<file path="src/design/tpg_pkg.sv">
package tpg_pkg;

    // =====================================================================
    // Bus geometry and answers
    localparam int TPG_ADDR_W = 12;
    localparam logic [1:0] TPG_RESP_OKAY = 2'h0;
    localparam logic [1:0] TPG_RESP_SLVERR = 2'h2;

    // =====================================================================
    // Register indices (byte address is four times the index)
    localparam logic [7:0] TPG_IDX_VALUE_A = 8'hc0;
    localparam logic [7:0] TPG_IDX_VALUE_B = 8'hc1;
    localparam logic [7:0] TPG_IDX_VALUE_C = 8'hc2;
    localparam logic [7:0] TPG_IDX_DIR_A = 8'hc4;
    localparam logic [7:0] TPG_IDX_DIR_B = 8'hc5;
    localparam logic [7:0] TPG_IDX_DIR_C = 8'hc6;
    localparam logic [7:0] TPG_IDX_OPT_A = 8'hcc;
    localparam logic [7:0] TPG_IDX_OPT_B = 8'hcd;

    // =====================================================================
    // Storage slots of the register file
    localparam logic [2:0] TPG_SLOT_VALUE_A = 3'h0;
    localparam logic [2:0] TPG_SLOT_VALUE_B = 3'h1;
    localparam logic [2:0] TPG_SLOT_VALUE_C = 3'h2;
    localparam logic [2:0] TPG_SLOT_DIR_A = 3'h3;
    localparam logic [2:0] TPG_SLOT_DIR_B = 3'h4;
    localparam logic [2:0] TPG_SLOT_DIR_C = 3'h5;
    localparam logic [2:0] TPG_SLOT_OPT_A = 3'h6;
    localparam logic [2:0] TPG_SLOT_OPT_B = 3'h7;
    localparam int TPG_NUM_REGS = 8;

    // =====================================================================
    // Reset values
    localparam logic [7:0] TPG_RST_ZERO = 8'h00;
    localparam logic [7:0] TPG_RST_VALUE_C = 8'h04;
    localparam logic [7:0] TPG_RST_DIR_C = 8'h04;

    // =====================================================================
    // Per-line capability masks
    localparam logic [7:0] TPG_A_IRQ_MASK = 8'h3f;
    localparam logic [7:0] TPG_A_PP_MASK = 8'h3f;
    localparam logic [7:0] TPG_A_PU_MASK = 8'h3f;
    localparam logic [7:0] TPG_B_ALL_MASK = 8'hff;
    localparam logic [7:0] TPG_C_PU_MASK = 8'hfc;
    localparam logic [7:0] TPG_NONE_MASK = 8'h00;

    // =====================================================================
    // Carriers
    typedef struct packed {
        logic out;
        logic oe;
        logic pu;
        logic irq;
        logic ana;
    } tpg_line_type;

    typedef struct packed {
        logic hit;
        logic [2:0] slot;
    } tpg_sel_type;

    // Byte address to register slot
    function automatic tpg_sel_type tpg_decode(input logic [TPG_ADDR_W-1:0] addr);
        tpg_sel_type s;
        logic [7:0] idx;
        s = '0;
        idx = addr[9:2];
        if (addr[1:0] == 2'h0 && addr[11:10] == 2'h0) begin
            s.hit = 1'b1;
            if (idx == TPG_IDX_VALUE_A) s.slot = TPG_SLOT_VALUE_A;
            else if (idx == TPG_IDX_VALUE_B) s.slot = TPG_SLOT_VALUE_B;
            else if (idx == TPG_IDX_VALUE_C) s.slot = TPG_SLOT_VALUE_C;
            else if (idx == TPG_IDX_DIR_A) s.slot = TPG_SLOT_DIR_A;
            else if (idx == TPG_IDX_DIR_B) s.slot = TPG_SLOT_DIR_B;
            else if (idx == TPG_IDX_DIR_C) s.slot = TPG_SLOT_DIR_C;
            else if (idx == TPG_IDX_OPT_A) s.slot = TPG_SLOT_OPT_A;
            else if (idx == TPG_IDX_OPT_B) s.slot = TPG_SLOT_OPT_B;
            else s.hit = 1'b0;
        end
        return s;
    endfunction : tpg_decode

    // Direction, option and value bits to line behaviour
    function automatic tpg_line_type tpg_line_cfg(
        input logic dir,
        input logic opt,
        input logic val,
        input logic irq_ok,
        input logic pp_ok,
        input logic ana_ok,
        input logic pu_ok
    );
        tpg_line_type c;
        c = '0;
        if (dir) begin
            if (opt && pp_ok) begin
                c.out = val;
                c.oe = 1'b1;
            end else begin
                c.oe = ~val;
            end
        end else if (!opt) begin
            c.pu = ~val & pu_ok;
        end else if (!val) begin
            c.pu = irq_ok;
            c.irq = irq_ok;
        end else begin
            c.ana = ana_ok;
        end
        return c;
    endfunction : tpg_line_cfg

endpackage : tpg_pkg

</file>
<file path="src/design/tpg_gpio_top.sv">
// The register offsets and the AXI4-Lite register port were left to the implementer.
`timescale 1ns/1ps
// Function
// - Three ports, each line input or output
// - Eight byte registers, bit n drives line n
// - Value read gives pins, write sets outputs
// - Input value bit selects input option
// - Per-port direction register, one bit per line
// - Direction zero input, one output
// - Option registers only for ports A and B
// - Reset clears registers, inputs with pull-up
// - Port C line two resets output high-Z
// - Pull-up per option and value, else high-Z
// - Enabled A/B interrupt lines ORed to vector one
// - Port B analog lines feed converter mux
// - Codes 000 pull-up, 001 plain input
// - Code 010 pull-up with interrupt
// - Port A code 011 plain input
// - Port B code 011 analog input
// - Output: option zero open-drain, one push-pull
// - Interrupt option only A0-A5 and port B
// - Push-pull only A0-A5 and port B
// - Port C pull-up on 2-7, open-drain outputs
// - A6-A7 two-wire, C0/C1/C3 display serial
// - C6/C7 horizontal timing, C4 power-in
module tpg_gpio_top (
    input wire logic aclk,
    input wire logic aresetn,
    input wire logic [tpg_pkg::TPG_ADDR_W-1:0] awaddr,
    input wire logic awvalid,
    output logic awready,
    input wire logic [31:0] wdata,
    input wire logic [3:0] wstrb,
    input wire logic wvalid,
    output logic wready,
    output logic [1:0] bresp,
    output logic bvalid,
    input wire logic bready,
    input wire logic [tpg_pkg::TPG_ADDR_W-1:0] araddr,
    input wire logic arvalid,
    output logic arready,
    output logic [31:0] rdata,
    output logic [1:0] rresp,
    output logic rvalid,
    input wire logic rready,
    input wire logic [7:0] pin_in_a,
    input wire logic [7:0] pin_in_b,
    input wire logic [7:0] pin_in_c,
    output logic [7:0] pin_out_a,
    output logic [7:0] pin_out_b,
    output logic [7:0] pin_out_c,
    output logic [7:0] pin_oe_a,
    output logic [7:0] pin_oe_b,
    output logic [7:0] pin_oe_c,
    output logic [7:0] pullup_en_a,
    output logic [7:0] pullup_en_b,
    output logic [7:0] pullup_en_c,
    output logic [7:0] analog_sel_b,
    output logic port_irq_req,
    output logic [1:0] two_wire_serial_lines,
    output logic [2:0] display_channel_serial_lines,
    output logic horizontal_sync_in,
    output logic horizontal_drive_in,
    output logic power_in_line
);
    import tpg_pkg::*;

    // =====================================================================
    // Storage
    logic [7:0] regs_q [TPG_NUM_REGS];
    logic [23:0] pin_s1_q;
    logic [23:0] pin_s2_q;
    logic awready_q;
    logic wready_q;
    logic bvalid_q;
    logic [1:0] bresp_q;
    logic arready_q;
    logic rvalid_q;
    logic [1:0] rresp_q;
    logic [7:0] rdata_q;
    logic [TPG_ADDR_W-1:0] awaddr_q;
    logic [7:0] wdata_q;
    logic wstrb0_q;
    tpg_line_type [7:0] cfg_a;
    tpg_line_type [7:0] cfg_b;
    tpg_line_type [7:0] cfg_c;
    logic [7:0] out_a_q, out_b_q, out_c_q, oe_a_q, oe_b_q, oe_c_q;
    logic [7:0] pu_a_q, pu_b_q, pu_c_q, ana_b_q;
    logic irq_q;

    // =====================================================================
    // Pin synchroniser
    // two flop stages
    always_ff @(posedge aclk) begin
        if (!aresetn) begin
            pin_s1_q <= 24'h000000;
            pin_s2_q <= 24'h000000;
        end else begin
            pin_s1_q <= {pin_in_c, pin_in_b, pin_in_a};
            pin_s2_q <= pin_s1_q;
        end
    end

    // =====================================================================
    // Bus decode
    wire logic aw_fire = awvalid && awready_q;
    wire logic w_fire = wvalid && wready_q;
    wire logic ar_fire = arvalid && arready_q;
    wire logic commit = !awready_q && !wready_q && !bvalid_q;
    wire tpg_sel_type wr_sel = tpg_decode(awaddr_q);
    wire tpg_sel_type rd_sel = tpg_decode(araddr);
    wire logic rd_is_pin = (rd_sel.slot == TPG_SLOT_VALUE_A) ||
                           (rd_sel.slot == TPG_SLOT_VALUE_B) ||
                           (rd_sel.slot == TPG_SLOT_VALUE_C);
    wire logic [7:0] rd_pin = (rd_sel.slot == TPG_SLOT_VALUE_A) ? pin_s2_q[7:0] :
                              (rd_sel.slot == TPG_SLOT_VALUE_B) ? pin_s2_q[15:8] :
                              pin_s2_q[23:16];
    wire logic [7:0] rd_byte = !rd_sel.hit ? 8'h00 : rd_is_pin ? rd_pin : regs_q[rd_sel.slot];

    // Write address and data holding
    always_ff @(posedge aclk) begin
        if (!aresetn) begin
            awready_q <= 1'b1;
            wready_q <= 1'b1;
            awaddr_q <= '0;
            wdata_q <= 8'h00;
            wstrb0_q <= 1'b0;
        end else if (commit) begin
            awready_q <= 1'b1;
            wready_q <= 1'b1;
        end else begin
            if (aw_fire) begin
                awready_q <= 1'b0;
                awaddr_q <= awaddr;
            end
            if (w_fire) begin
                wready_q <= 1'b0;
                wdata_q <= wdata[7:0];
                wstrb0_q <= wstrb[0];
            end
        end
    end

    // Write response
    always_ff @(posedge aclk) begin
        if (!aresetn) begin
            bvalid_q <= 1'b0;
            bresp_q <= TPG_RESP_OKAY;
        end else if (commit) begin
            bvalid_q <= 1'b1;
            bresp_q <= wr_sel.hit ? TPG_RESP_OKAY : TPG_RESP_SLVERR;
        end else if (bready) begin
            bvalid_q <= 1'b0;
        end
    end

    // port C line two resets to output with value one, left high-Z
    always_ff @(posedge aclk) begin
        if (!aresetn) begin
            for (int i = 0; i < TPG_NUM_REGS; i++) begin
                regs_q[i] <= TPG_RST_ZERO;
            end
            regs_q[TPG_SLOT_VALUE_C] <= TPG_RST_VALUE_C;
            regs_q[TPG_SLOT_DIR_C] <= TPG_RST_DIR_C;
        end else if (commit && wr_sel.hit && wstrb0_q) begin
            regs_q[wr_sel.slot] <= wdata_q;
        end
    end

    // Read channel
    always_ff @(posedge aclk) begin
        if (!aresetn) begin
            arready_q <= 1'b1;
            rvalid_q <= 1'b0;
            rresp_q <= TPG_RESP_OKAY;
            rdata_q <= 8'h00;
        end else if (ar_fire) begin
            arready_q <= 1'b0;
            rvalid_q <= 1'b1;
            rresp_q <= rd_sel.hit ? TPG_RESP_OKAY : TPG_RESP_SLVERR;
            rdata_q <= rd_byte;
        end else if (rvalid_q && rready) begin
            arready_q <= 1'b1;
            rvalid_q <= 1'b0;
        end
    end

    // =====================================================================
    // Line configuration
    // each line decoded on its own
    // option bits only on A and B
    for (genvar i = 0; i < 8; i++) begin : g_line
        assign cfg_a[i] = tpg_line_cfg(regs_q[TPG_SLOT_DIR_A][i], regs_q[TPG_SLOT_OPT_A][i],
            regs_q[TPG_SLOT_VALUE_A][i], TPG_A_IRQ_MASK[i], TPG_A_PP_MASK[i],
            TPG_NONE_MASK[i], TPG_A_PU_MASK[i]);
        assign cfg_b[i] = tpg_line_cfg(regs_q[TPG_SLOT_DIR_B][i], regs_q[TPG_SLOT_OPT_B][i],
            regs_q[TPG_SLOT_VALUE_B][i], TPG_B_ALL_MASK[i], TPG_B_ALL_MASK[i],
            TPG_B_ALL_MASK[i], TPG_B_ALL_MASK[i]);
        assign cfg_c[i] = tpg_line_cfg(regs_q[TPG_SLOT_DIR_C][i], 1'b0,
            regs_q[TPG_SLOT_VALUE_C][i], 1'b0, 1'b0, 1'b0, TPG_C_PU_MASK[i]);
    end

    // Flattened fields of the line decode
    logic [7:0] d_out_a, d_out_b, d_out_c, d_oe_a, d_oe_b, d_oe_c;
    logic [7:0] d_pu_a, d_pu_b, d_pu_c, d_ana_b, d_irq_a, d_irq_b;
    for (genvar i = 0; i < 8; i++) begin : g_flat
        assign d_out_a[i] = cfg_a[i].out;
        assign d_out_b[i] = cfg_b[i].out;
        assign d_out_c[i] = cfg_c[i].out;
        assign d_oe_a[i] = cfg_a[i].oe;
        assign d_oe_b[i] = cfg_b[i].oe;
        assign d_oe_c[i] = cfg_c[i].oe;
        assign d_pu_a[i] = cfg_a[i].pu;
        assign d_pu_b[i] = cfg_b[i].pu;
        assign d_pu_c[i] = cfg_c[i].pu;
        assign d_ana_b[i] = cfg_b[i].ana;
        assign d_irq_a[i] = cfg_a[i].irq;
        assign d_irq_b[i] = cfg_b[i].irq;
    end

    // low level on an enabled line requests
    wire logic irq_d = |({d_irq_b, d_irq_a} & ~pin_s2_q[15:0]);

    // Registered pin drive, pull-ups, analog mux and request
    // pull-up or high-Z
    always_ff @(posedge aclk) begin
        if (!aresetn) begin
            {out_a_q, out_b_q, out_c_q} <= 24'h000000;
            {oe_a_q, oe_b_q, oe_c_q} <= 24'h000000;
            {pu_a_q, pu_b_q, pu_c_q} <= 24'h000000;
            ana_b_q <= 8'h00;
            irq_q <= 1'b0;
        end else begin
            {out_a_q, out_b_q, out_c_q} <= {d_out_a, d_out_b, d_out_c};
            {oe_a_q, oe_b_q, oe_c_q} <= {d_oe_a, d_oe_b, d_oe_c};
            {pu_a_q, pu_b_q, pu_c_q} <= {d_pu_a, d_pu_b, d_pu_c};
            ana_b_q <= d_ana_b;
            irq_q <= irq_d;
        end
    end

    // =====================================================================
    // Output wiring
    assign awready = awready_q;
    assign wready = wready_q;
    assign bvalid = bvalid_q;
    assign bresp = bresp_q;
    assign arready = arready_q;
    assign rvalid = rvalid_q;
    assign rresp = rresp_q;
    assign rdata = {24'h000000, rdata_q};
    assign pin_out_a = out_a_q;
    assign pin_out_b = out_b_q;
    assign pin_out_c = out_c_q;
    assign pin_oe_a = oe_a_q;
    assign pin_oe_b = oe_b_q;
    assign pin_oe_c = oe_c_q;
    assign pullup_en_a = pu_a_q;
    assign pullup_en_b = pu_b_q;
    assign pullup_en_c = pu_c_q;
    assign analog_sel_b = ana_b_q;
    assign port_irq_req = irq_q;
    assign two_wire_serial_lines = pin_s2_q[7:6];
    assign display_channel_serial_lines = {pin_s2_q[19], pin_s2_q[17:16]};
    assign horizontal_sync_in = pin_s2_q[22];
    assign horizontal_drive_in = pin_s2_q[23];
    assign power_in_line = pin_s2_q[20];
endmodule : tpg_gpio_top

</file>
<file path="config.mk">
export PLATFORM = sky130hd
export DESIGN_NAME = tpg_gpio_top
export DESIGN_NICKNAME = d
export VERILOG_FILES = /design/src/design/tpg_pkg.sv /design/src/design/tpg_gpio_top.sv
export SDC_FILE = /design/constraint.sdc
export NUM_CORES = 1
export LEC_CHECK = 0
export ABC_AREA = 1
export BUFFER_PORTS_ARGS = -buffer_cell sky130_fd_sc_hd__buf_2
export CORE_ASPECT_RATIO = 1.2
export CORE_MARGIN = 4
export CORE_UTILIZATION = 30
export DETAILED_ROUTE_END_ITERATION = 6
export HOLD_SLACK_MARGIN = 0.05
export PLACE_DENSITY_LB_ADDON = 0.3
export SKIP_CTS_REPAIR_TIMING = 1
export SLEW_MARGIN = 10
export SYNTH_ARGS = -nofsm -noshare
export SYNTH_HDL_FRONTEND = slang
export SYNTH_SLANG_ARGS = --single-unit
export TNS_END_PERCENT = 30
</file>
<file path="constraint.sdc">
create_clock -name aclk -period 2.3 [get_ports aclk]
set_input_delay 0.345 -clock aclk [delete_from_list [all_inputs] [get_ports aclk]]
set_output_delay 0.345 -clock aclk [all_outputs]
set_load 0.01 [all_outputs]
</file>
==> results of run 1 <==
## layout by cell type, fill, tap and decap left out, drive strengths merged, types with 2 or more instances in the layout
cell and instances:
nand2 181, buf 168, dfxtp 151, nor2 147, inv 127, nand3 71
edfxtp 64, conb 40, o21ai 40, a21oi 36, clkbuf 32, nor3 26
dlygate4sd3 21, nand4 19, clkinv 13, nor4 12, o211ai 3, nand3b 3
clkinvlp 2
## flip-flops by register name, summed over array words and instances (netlist names)
name          count
pullup_en_a       6
wstrb0_q          1
pin_out_b         8
arready           1
bresp             1
rresp             1
bvalid            1
pin_s1_q         24
pin_oe_b          8
regs_q           64
pin_out_a         6
wready            1
analog_sel_b      8
pin_s2_q         24
rdata_q           8
rvalid            1
pin_oe_c          8
pullup_en_b       8
port_irq_req      1
pin_oe_a          8
awaddr_q         12
wdata_q           8
pullup_en_c       6
awready           1
## Yosys cell counts (15+ instances only)
| cell | instances | area (um^2) |
|---|---|---|
| o21ai_0 | 38 | 190 |
| nand3_1 | 63 | 315 |
| clkbuf_1 | 15 | 56.3 |
| nor2_1 | 139 | 522 |
| dfxtp_1 | 151 | 3020 |
| a21oi_1 | 34 | 170 |
| nand4_1 | 15 | 93.8 |
| nor3_1 | 26 | 130 |
| edfxtp_1 | 64 | 1920 |
| nand2_1 | 171 | 642 |
| inv_1 | 117 | 439 |
| buf_4 | 47 | 353 |
## power groups by stage
stage                     clock network (W)  logic (W)  registers (W)
after global routing                0.00392   0.000683        0.00417
final                               0.00365   0.000605        0.00415
after detailed placement                  0   0.000582        0.00424
after CTS                           0.00377   0.000585        0.00415
after global placement                    0   0.000576        0.00423
after floorplan                           0   0.000381        0.00423
## stage by stage
stage	worst slack [ns]	hold slack, ns	cell area (um^2)
final	0.256	0.0358	10600
after global routing	0.0244	0.0568	10600
after CTS	0.139	-0.00287	10400
after detailed placement	0.151	0.396	9640
after global placement	0.173	0.391	9640
after floorplan	0.343	0.383	8710
## logic make-up (layout without fill, tap and decap cells)
group | after synthesis | after routing | share of synthesized area (%)
compound gates | 83 | 83 | 5.16
buf+inv | 205 | 364 | 11.2
other cells | 1 | 40 | 0.0438
simple gates | 461 | 461 | 25.9
flops | 215 | 215 | 57.7
## area by class of cell
cell class	count	area, um^2
clock inverter	9	80.1
clock buffer	32	679
fill	2870	17500
sequential	215	4940
timing repair buffer	189	1120
tap	379	474
inverter	134	503
multi-input combinational	584	2830
## layer usage
layer / vias up / global-route usage [%] / routed length, um / share of wire (%)
met2: 192 / 23.9 / 11000 / 50
met5: - / 0 / 0 / 0
met1: 3064 / 17.2 / 9430 / 43
li1: 3375 / - / - / -
met3: 32 / 2.38 / 1270 / 5.7
met4: 0 / 3.97 / 489 / 2.2
## final timing paths
check                   start           end  cells after the start
setup / recovery  awaddr_q[6]  regs_q[5][7]                     11
hold / removal    pin_in_b[5]  pin_s1_q[13]                      3
setup reg to reg  awaddr_q[6]  regs_q[5][7]                     11
hold reg to reg   pin_s1_q[6]   pin_s2_q[6]                      2
## critical path: cells and delay by family (launching register included)
kind            cells  cell delay, ns
compound gates      1            0.04
simple gates        9            1.28
buf+inv             1            0.13
flops               1            0.30
==> results.txt, run 1 <==
GR Util All Layers: 13.6%
dpl cells: 1,480
die height: 193 um
slowest cell delay on critical path: 0.30 ns
Setup crit start kind: flip-flop
Synth cell types: 39
largest net degree at the start of global routing: 108
outcome: complete, no violations
fmax: 489 MHz
cells along the critical path: nor2_1 > nand3_2 > inv_2 > nand3_4 > nand2_2 > a21oi_2 > nand2_2 > nand4_4 > nor2_8 > nand3_4 > nand2_2
crit path DAT: 2.24 ns
Worst Path Required: 2.50 ns
routability congestion estimate from global placement: 0.845
CP max-delay cell: dfxtp_1
initial antenna violation count: 0
Logic pwr share: 7.2%
Main synth FF type: dfxtp_1
Final period util: 88.9%
first-pass GRT wire length: 33,400 um
I/O pin total: 221
Design Power: 0.00841 W
H-Tree Depth: 1
buffers added on ports: 153
min Tclk post-route: 2.04 ns
mean area per synthesized cell: 8.88 um^2
CTS tree: done
Routed WL: 22,200 um
worst-path maximum fanout: 8
sequential share of the synthesized area: 57.7%
clock share of power: 43.4%
DRT iter0 DRCs: 413
Die Area: 31,300 um^2
Final Max Tran Viols: 0
Setup crit end kind: flip-flop
DR pass1 iterations: 5
Int Pwr: 0.00644 W
Clock Sinks: 215
Static Leak: 5.00 nW
RSZ-0062 raised after global routing: no
Max VDD drop: 333 uV
number of hold violations in the final report: 0
Die X-Extent: 162 um
CTS Buffer Depth: 3
clk_lat worst skew: 0.50 ns
Post-synth EDFFs: 64
number of global-route vias before repair: 6,184
Switching Share: 23.4%
ANT nets after route: 0
Power per Cell Area: 791 nW/um^2
register share of total power: 49.4%
Congestion Overflow GR: 0
Vias: 6,663
mapped cell area: 8560 um^2
hpwl dp: 16,300 um
number of remaining DRC errors: 0
DR WL/cell: 14.4 um
fin nets: 1,238
maxcap violations: 0
Initial Util: 30.5%
clock root buffer: clkbuf_16
layout overhead on the synthesized area: 24.1%
Ys Warns: 0
clk slew on worst S/H paths: 0.06 ns
Setup TNS Final: 0 ns
drt via density: 4.32
critical path type: flip-flop to flip-flop
R2R setup slack: 0.26 ns
Hold Crit Class: input pin to flip-flop
layout cell share with drive strength beyond 1: 22.4%
Setup Skew: 0.0106 ns
Rel. slew slack: 63.0%
CTS buffer count: 23
sw power: 0.00197 W
Crit path top cell by count: nand2_2
Site Rows: 67
synthesized flop and latch total: 215
fraction of registers with async set/reset: 0%
Least-Margin Pin Slew: 0.550 ns
post-layout util: 37.8%
Final Setup Violations: 0
Non-Filler Instances: 1,542
core area: 28,100 um^2
antenna diode count: 0
Post-Synthesis Cells: 965
Power figures use the tool's default switching activity.
==> run 2: changes to the inputs <==
--- a/config.mk
+++ b/config.mk
@@ -10,6 +10,7 @@
 export CORE_ASPECT_RATIO = 1.2
 export CORE_MARGIN = 4
 export CORE_UTILIZATION = 30
+export CTS_BUF_LIST = sky130_fd_sc_hd__clkbuf_16
 export DETAILED_ROUTE_END_ITERATION = 6
 export HOLD_SLACK_MARGIN = 0.05
 export PLACE_DENSITY_LB_ADDON = 0.3
==> results.txt, run 2 (synthesis gave the netlist of run 1 again) <==
# fillers: 2,878 (was 2,870)
GR Util All Layers: 13.6% (about the same)
Worst Path Required: 2.50 ns (about the same)
buffers added on ports: 153 (unchanged)
Rel. slew slack: 58.7% (was 63.0%)
Setup crit end kind: flip-flop (unchanged)
critical path type: flip-flop to flip-flop (unchanged)
initial antenna violation count: 0 (unchanged)
Die Area: 31,300 um^2 (unchanged)
number of hold violations in the final report: 0 (unchanged)
CP max-delay cell: dfxtp_1 (unchanged)
hpwl dp: 16,300 um (unchanged)
CTS tree: done (unchanged)
Non-Filler Instances: 1,542 (unchanged)
max reg flops: 64 (unchanged)
layout overhead on the synthesized area: 23.3% (was 24.1%)
core area: 28,100 um^2 (unchanged)
Final Max Tran Viols: 0 (unchanged)
RSZ-0062 raised after global routing: no (unchanged)
Max VDD drop: 283 uV (was 333 uV)
worst-path maximum fanout: 8 (unchanged)
slowest cell delay on critical path: 0.30 ns (about the same)
Congestion Overflow GR: 0 (unchanged)
antenna diode count: 0 (unchanged)
Setup crit start kind: flip-flop (unchanged)
clk_lat worst skew: 0.50 ns (about the same)
drt via density: 4.31 (was 4.32)
Hold WS: 0.0372 ns (was 0.0358 ns)
Vias: 6,645 (was 6,663)
post-layout util: 37.6% (was 37.8%)
fin nets: 1,238 (unchanged)
number of remaining DRC errors: 0 (unchanged)
Power per Cell Area: 774 nW/um^2 (was 791 nW/um^2)
die height: 193 um (unchanged)
commonest non-fill, non-tap cell in the layout: nand2_1 (unchanged)
most frequent cells in the layout: nand2_1, buf_2, dfxtp_1 (unchanged)
I/O pin total: 221 (unchanged)
CTS buffer count: 23 (unchanged)
Buf/Inv on CP: 1 (unchanged)
layout cell share with drive strength beyond 1: 22.1% (was 22.4%)
maxcap violations: 0 (unchanged)
clock root buffer: clkbuf_16 (unchanged)
DR pass1 iterations: 4 (was 5)
Site Rows: 67 (unchanged)
Setup Skew: 0.0112 ns (was 0.0106 ns)
CTS Buffer Depth: 3 (unchanged)
Hold Crit Class: input pin to flip-flop (unchanged)
routability congestion estimate from global placement: 0.845 (unchanged)
Least-Margin Pin Slew: 0.613 ns (was 0.550 ns)
Static Leak: 4.97 nW (was 5.00 nW)
DR WL/cell: 14.4 um (about the same)
Initial Util: 30.5% (unchanged)
crit path DAT: 2.24 ns (about the same)
Final Setup Violations: 0 (unchanged)
DRT iter0 DRCs: 438 (was 413)
area of the multi-input gates: 2830 um^2 (unchanged)
Die X-Extent: 162 um (unchanged)
Routed WL: 22,200 um (about the same)
Crit path top cell by count: nand2_2 (unchanged)
R2R setup slack: 0.25 ns (was 0.26 ns)
Top reg by flops: regs_q (unchanged)
Final period util: 89.1% (was 88.9%)
H-Tree Depth: 1 (unchanged)
min Tclk post-route: 2.05 ns (was 2.04 ns)
outcome: complete, no violations (unchanged)
Setup TNS Final: 0 ns (unchanged)
Clock Sinks: 215 (unchanged)
clk slew on worst S/H paths: 0.06 ns (about the same)
number of global-route vias before repair: 6,175 (was 6,184)
registers with the most flip-flops: regs_q (64), pin_s1_q (24), pin_s2_q (24) (unchanged)
cells along the critical path: nor2_1 > nand3_2 > inv_2 > nand3_4 > nand2_2 > a21oi_2 > nand2_2 > nand4_4 > nor2_8 > nand3_4 > nand2_2 (unchanged)
dpl cells: 1,480 (unchanged)
fmax: 488 MHz (was 489 MHz)
crit-path leading delay family: simple AND/OR/NAND/NOR gates (unchanged)
largest net degree at the start of global routing: 108 (unchanged)
Seq. cell area: 4940 um^2 (unchanged)
ANT nets after route: 0 (unchanged)
first-pass GRT wire length: 33,400 um (about the same)
run 2: per-layer routing:
metal	global-route usage, %	share of wire, %	vias to the layer above
met5	0	0	-
met4	4.00	2.2	0
met3	2.38	5.7	33
met2	23.8	49	191
met1	17.2	43	3047
li1	-	-	3374
run 2: path summary, 6_finish.rpt:
check / end / from / depth (start not counted)
min reg2reg: pin_s2_q[7] / pin_s1_q[7] / 2
min: pin_s1_q[13] / pin_in_b[5] / 3
max: regs_q[5][2] / awaddr_q[6] / 11
max reg2reg: regs_q[5][2] / awaddr_q[6] / 11
run 2: cell type report:
| class | count | area share [%] |
|---|---|---|
| flip-flops and latches | 215 | 46.8 |
| clock buffers | 23 | 5.45 |
| clock inverters | 18 | 1.08 |
| repair buffers | 189 | 10.6 |
| multi-input cells | 584 | 26.8 |
| inverters | 134 | 4.76 |
| well taps | 379 | 4.49 |
run 2: stage by stage:
step           instance area, um^2  setup WS [ns]  total power, W
2_1_floorplan                 8710          0.343         0.00461
3_3_place_gp                  9640          0.173         0.00481
3_5_place_dp                  9640          0.151         0.00482
4_1_cts                      10300          0.146         0.00827
5_1_grt                      10600         0.0234         0.00853
6_report                     10600          0.251         0.00817
run 2: power by group:
| part | switching, W | internal (W) |
|---|---|---|
| sequential | 0.0000935 | 0.00406 |
| combinational | 0.000396 | 0.000210 |
| clock | 0.00148 | 0.00193 |
| total | 0.00197 | 0.00620 |
run 2: worst register-to-register path, delay by kind of cell, from the launching register on:
family                 cells  cell delay, ns
flip-flops                 1            0.30
buffers and inverters      1            0.13
AO/OA/AOI/OAI              1            0.04
AND/OR/NAND/NOR            9            1.27
==> run 3: changes to the inputs <==
--- a/config.mk
+++ b/config.mk
@@ -7,6 +7,8 @@
 export LEC_CHECK = 0
 export ABC_AREA = 1
 export BUFFER_PORTS_ARGS = -buffer_cell sky130_fd_sc_hd__buf_2
+export CELL_PAD_IN_SITES_DETAIL_PLACEMENT = 1
+export CELL_PAD_IN_SITES_GLOBAL_PLACEMENT = 2
 export CORE_ASPECT_RATIO = 1.2
 export CORE_MARGIN = 4
 export CORE_UTILIZATION = 30
==> results.txt, run 3 (synthesis gave the netlist of run 1 again) <==
min Tclk post-route: 2.11 ns (was 2.05 ns)
Clock Sinks: 215 (unchanged)
antenna diode count: 0 (unchanged)
Die X-Extent: 162 um (unchanged)
clk_lat worst skew: 0.52 ns (was 0.50 ns)
max reg flops: 64 (unchanged)
largest net degree at the start of global routing: 108 (unchanged)
CTS buffer count: 24 (was 23)
Final Max Tran Viols: 0 (unchanged)
Logic pwr share: 7.3% (was 7.4%)
Setup Skew: 0.0126 ns (was 0.0112 ns)
Int Pwr: 0.00647 W (was 0.00620 W)
I/O pin total: 221 (unchanged)
Setup TNS Final: 0 ns (unchanged)
register share of total power: 48.9% (was 50.8%)
drt via density: 4.38 (was 4.31)
Max VDD drop: 346 uV (was 283 uV)
outcome: complete, no violations (unchanged)
clk slew on worst S/H paths: 0.06 ns (about the same)
Setup crit end kind: flip-flop (unchanged)
Top reg by flops: regs_q (unchanged)
crit path DAT: 2.28 ns (was 2.24 ns)
initial antenna violation count: 0 (unchanged)
hpwl dp: 18,200 um (was 16,300 um)
Switching Share: 23.9% (was 24.1%)
commonest non-fill, non-tap cell in the layout: nand2_1 (unchanged)
buffers added on ports: 153 (unchanged)
routability congestion estimate from global placement: 0.806 (was 0.845)
Routed WL: 24,700 um (was 22,200 um)
number of hold violations in the final report: 0 (unchanged)
DR WL/cell: 15.9 um (was 14.4 um)
Static Leak: 5.09 nW (was 4.97 nW)
Die Area: 31,300 um^2 (unchanged)
worst-path maximum fanout: 8 (unchanged)
die height: 193 um (unchanged)
Hold Crit Class: input pin to flip-flop (unchanged)
Power per Cell Area: 794 nW/um^2 (was 774 nW/um^2)
# fillers: 3,355 (was 2,878)
maxcap violations: 0 (unchanged)
DR pass1 iterations: 4 (unchanged)
layout overhead on the synthesized area: 25.0% (was 23.3%)
fin nets: 1,251 (was 1,238)
Rel. slew slack: 64.3% (was 58.7%)
Initial Util: 30.5% (unchanged)
number of remaining DRC errors: 0 (unchanged)
Final Setup Violations: 0 (unchanged)
CTS tree: done (unchanged)
clock root buffer: clkbuf_16 (unchanged)
Final period util: 91.7% (was 89.1%)
layout cell share with drive strength beyond 1: 21.9% (was 22.1%)
core area: 28,100 um^2 (unchanged)
RSZ-0062 raised after global routing: no (unchanged)
critical path type: flip-flop to flip-flop (unchanged)
Site Rows: 67 (unchanged)
number of global-route vias before repair: 7,126 (was 6,175)
H-Tree Depth: 1 (unchanged)
Setup crit start kind: flip-flop (unchanged)
Worst Path Required: 2.47 ns (was 2.50 ns)
CTS Buffer Depth: 3 (unchanged)
sw power: 0.00203 W (was 0.00197 W)
fmax: 474 MHz (was 488 MHz)
Least-Margin Pin Slew: 0.534 ns (was 0.613 ns)
Design Power: 0.00850 W (was 0.00817 W)
DRT iter0 DRCs: 236 (was 438)
clock share of power: 43.8% (was 41.8%)
GR Util All Layers: 15.3% (was 13.6%)
most frequent cells in the layout: nand2_1, buf_2, dfxtp_1 (unchanged)
registers with the most flip-flops: regs_q (64), pin_s1_q (24), pin_s2_q (24) (unchanged)
Vias: 6,823 (was 6,645)
Congestion Overflow GR: 0 (unchanged)
ANT nets after route: 0 (unchanged)
first-pass GRT wire length: 38,000 um (was 33,400 um)
run 3: cell types whose count changed in the layout (fill, tap and decap cells not counted), moves of 2 or more:
cell / change
nand2_1: +8
clkinvlp_4: -2
inv_1: +6
clkinv_1: -2
nand2_2: -8
buf_4: +11
clkbuf_16: +4
clkinv_2: -3
run 3: layout make-up:
class | instances | area (um^2) | share of cell area [%]
Sequential cell | 215 | 4940 | 46.2
Clock buffer | 27 | 676 | 6.31
Multi-Input combinational cell | 584 | 2810 | 26.2
Clock inverter | 16 | 90.1 | 0.842
Inverter | 134 | 503 | 4.70
Timing Repair Buffer | 201 | 1210 | 11.3
Tap cell | 379 | 474 | 4.43
run 3: metal layers:
| layer | vias up | routed length (um) | track usage, % |
|---|---|---|---|
| met3 | 31 | 1170 | 2.57 |
| met2 | 149 | 12700 | 28.6 |
| li1 | 3399 | - | - |
| met5 | - | 0 | 0 |
| met1 | 3244 | 10400 | 18.6 |
| met4 | 0 | 349 | 2.96 |
run 3: per-stage QoR:
step	utilization, %	cells	setup WS, ns	area [um^2]	hold slack, ns
finish	38.1	1556	0.191	10700	0.0402
detailed placement	34.6	1491	0.162	9720	0.401
global route	38.1	1556	0.00272	10700	0.0618
floorplan	-	1004	0.343	8710	0.383
global placement	34.6	1491	0.185	9720	0.394
CTS	37.3	1534	0.137	10500	-0.0104
run 3: worst paths after layout:
| path | startpoint | cells after the start | end | slack (ns) |
|---|---|---|---|---|
| setup / recovery | awaddr_q[6] | 11 | regs_q[4][1] | 0.19 |
| hold / removal | pin_in_b[2] | 3 | pin_s1_q[10] | 0.04 |
| setup reg to reg | awaddr_q[6] | 11 | regs_q[4][1] | 0.19 |
| hold reg to reg | regs_q[0][6] | 1 | pin_oe_a[6] | 0.41 |
run 3: worst max-delay path: stages (launching register included):
cell and delay, ns:
dfxtp_1 0.31, nor2_1 0.14, nand3_2 0.14, inv_2 0.12, nand2_2 0.06, inv_2 0.07
a22oi_1 0.09, nand2_2 0.11, nand4_4 0.12, nor2_8 0.20, nand3_4 0.09, nand2_1 0.31
run 3: power groups by stage:
| stage | registers, W | logic [W] | clock network [W] |
|---|---|---|---|
| floorplan | 0.00423 | 0.000381 | 0 |
| global placement | 0.00423 | 0.000598 | 0 |
| detailed placement | 0.00424 | 0.000608 | 0 |
| CTS | 0.00416 | 0.000611 | 0.00384 |
| global route | 0.00417 | 0.000710 | 0.00400 |
| finish | 0.00415 | 0.000625 | 0.00372 |
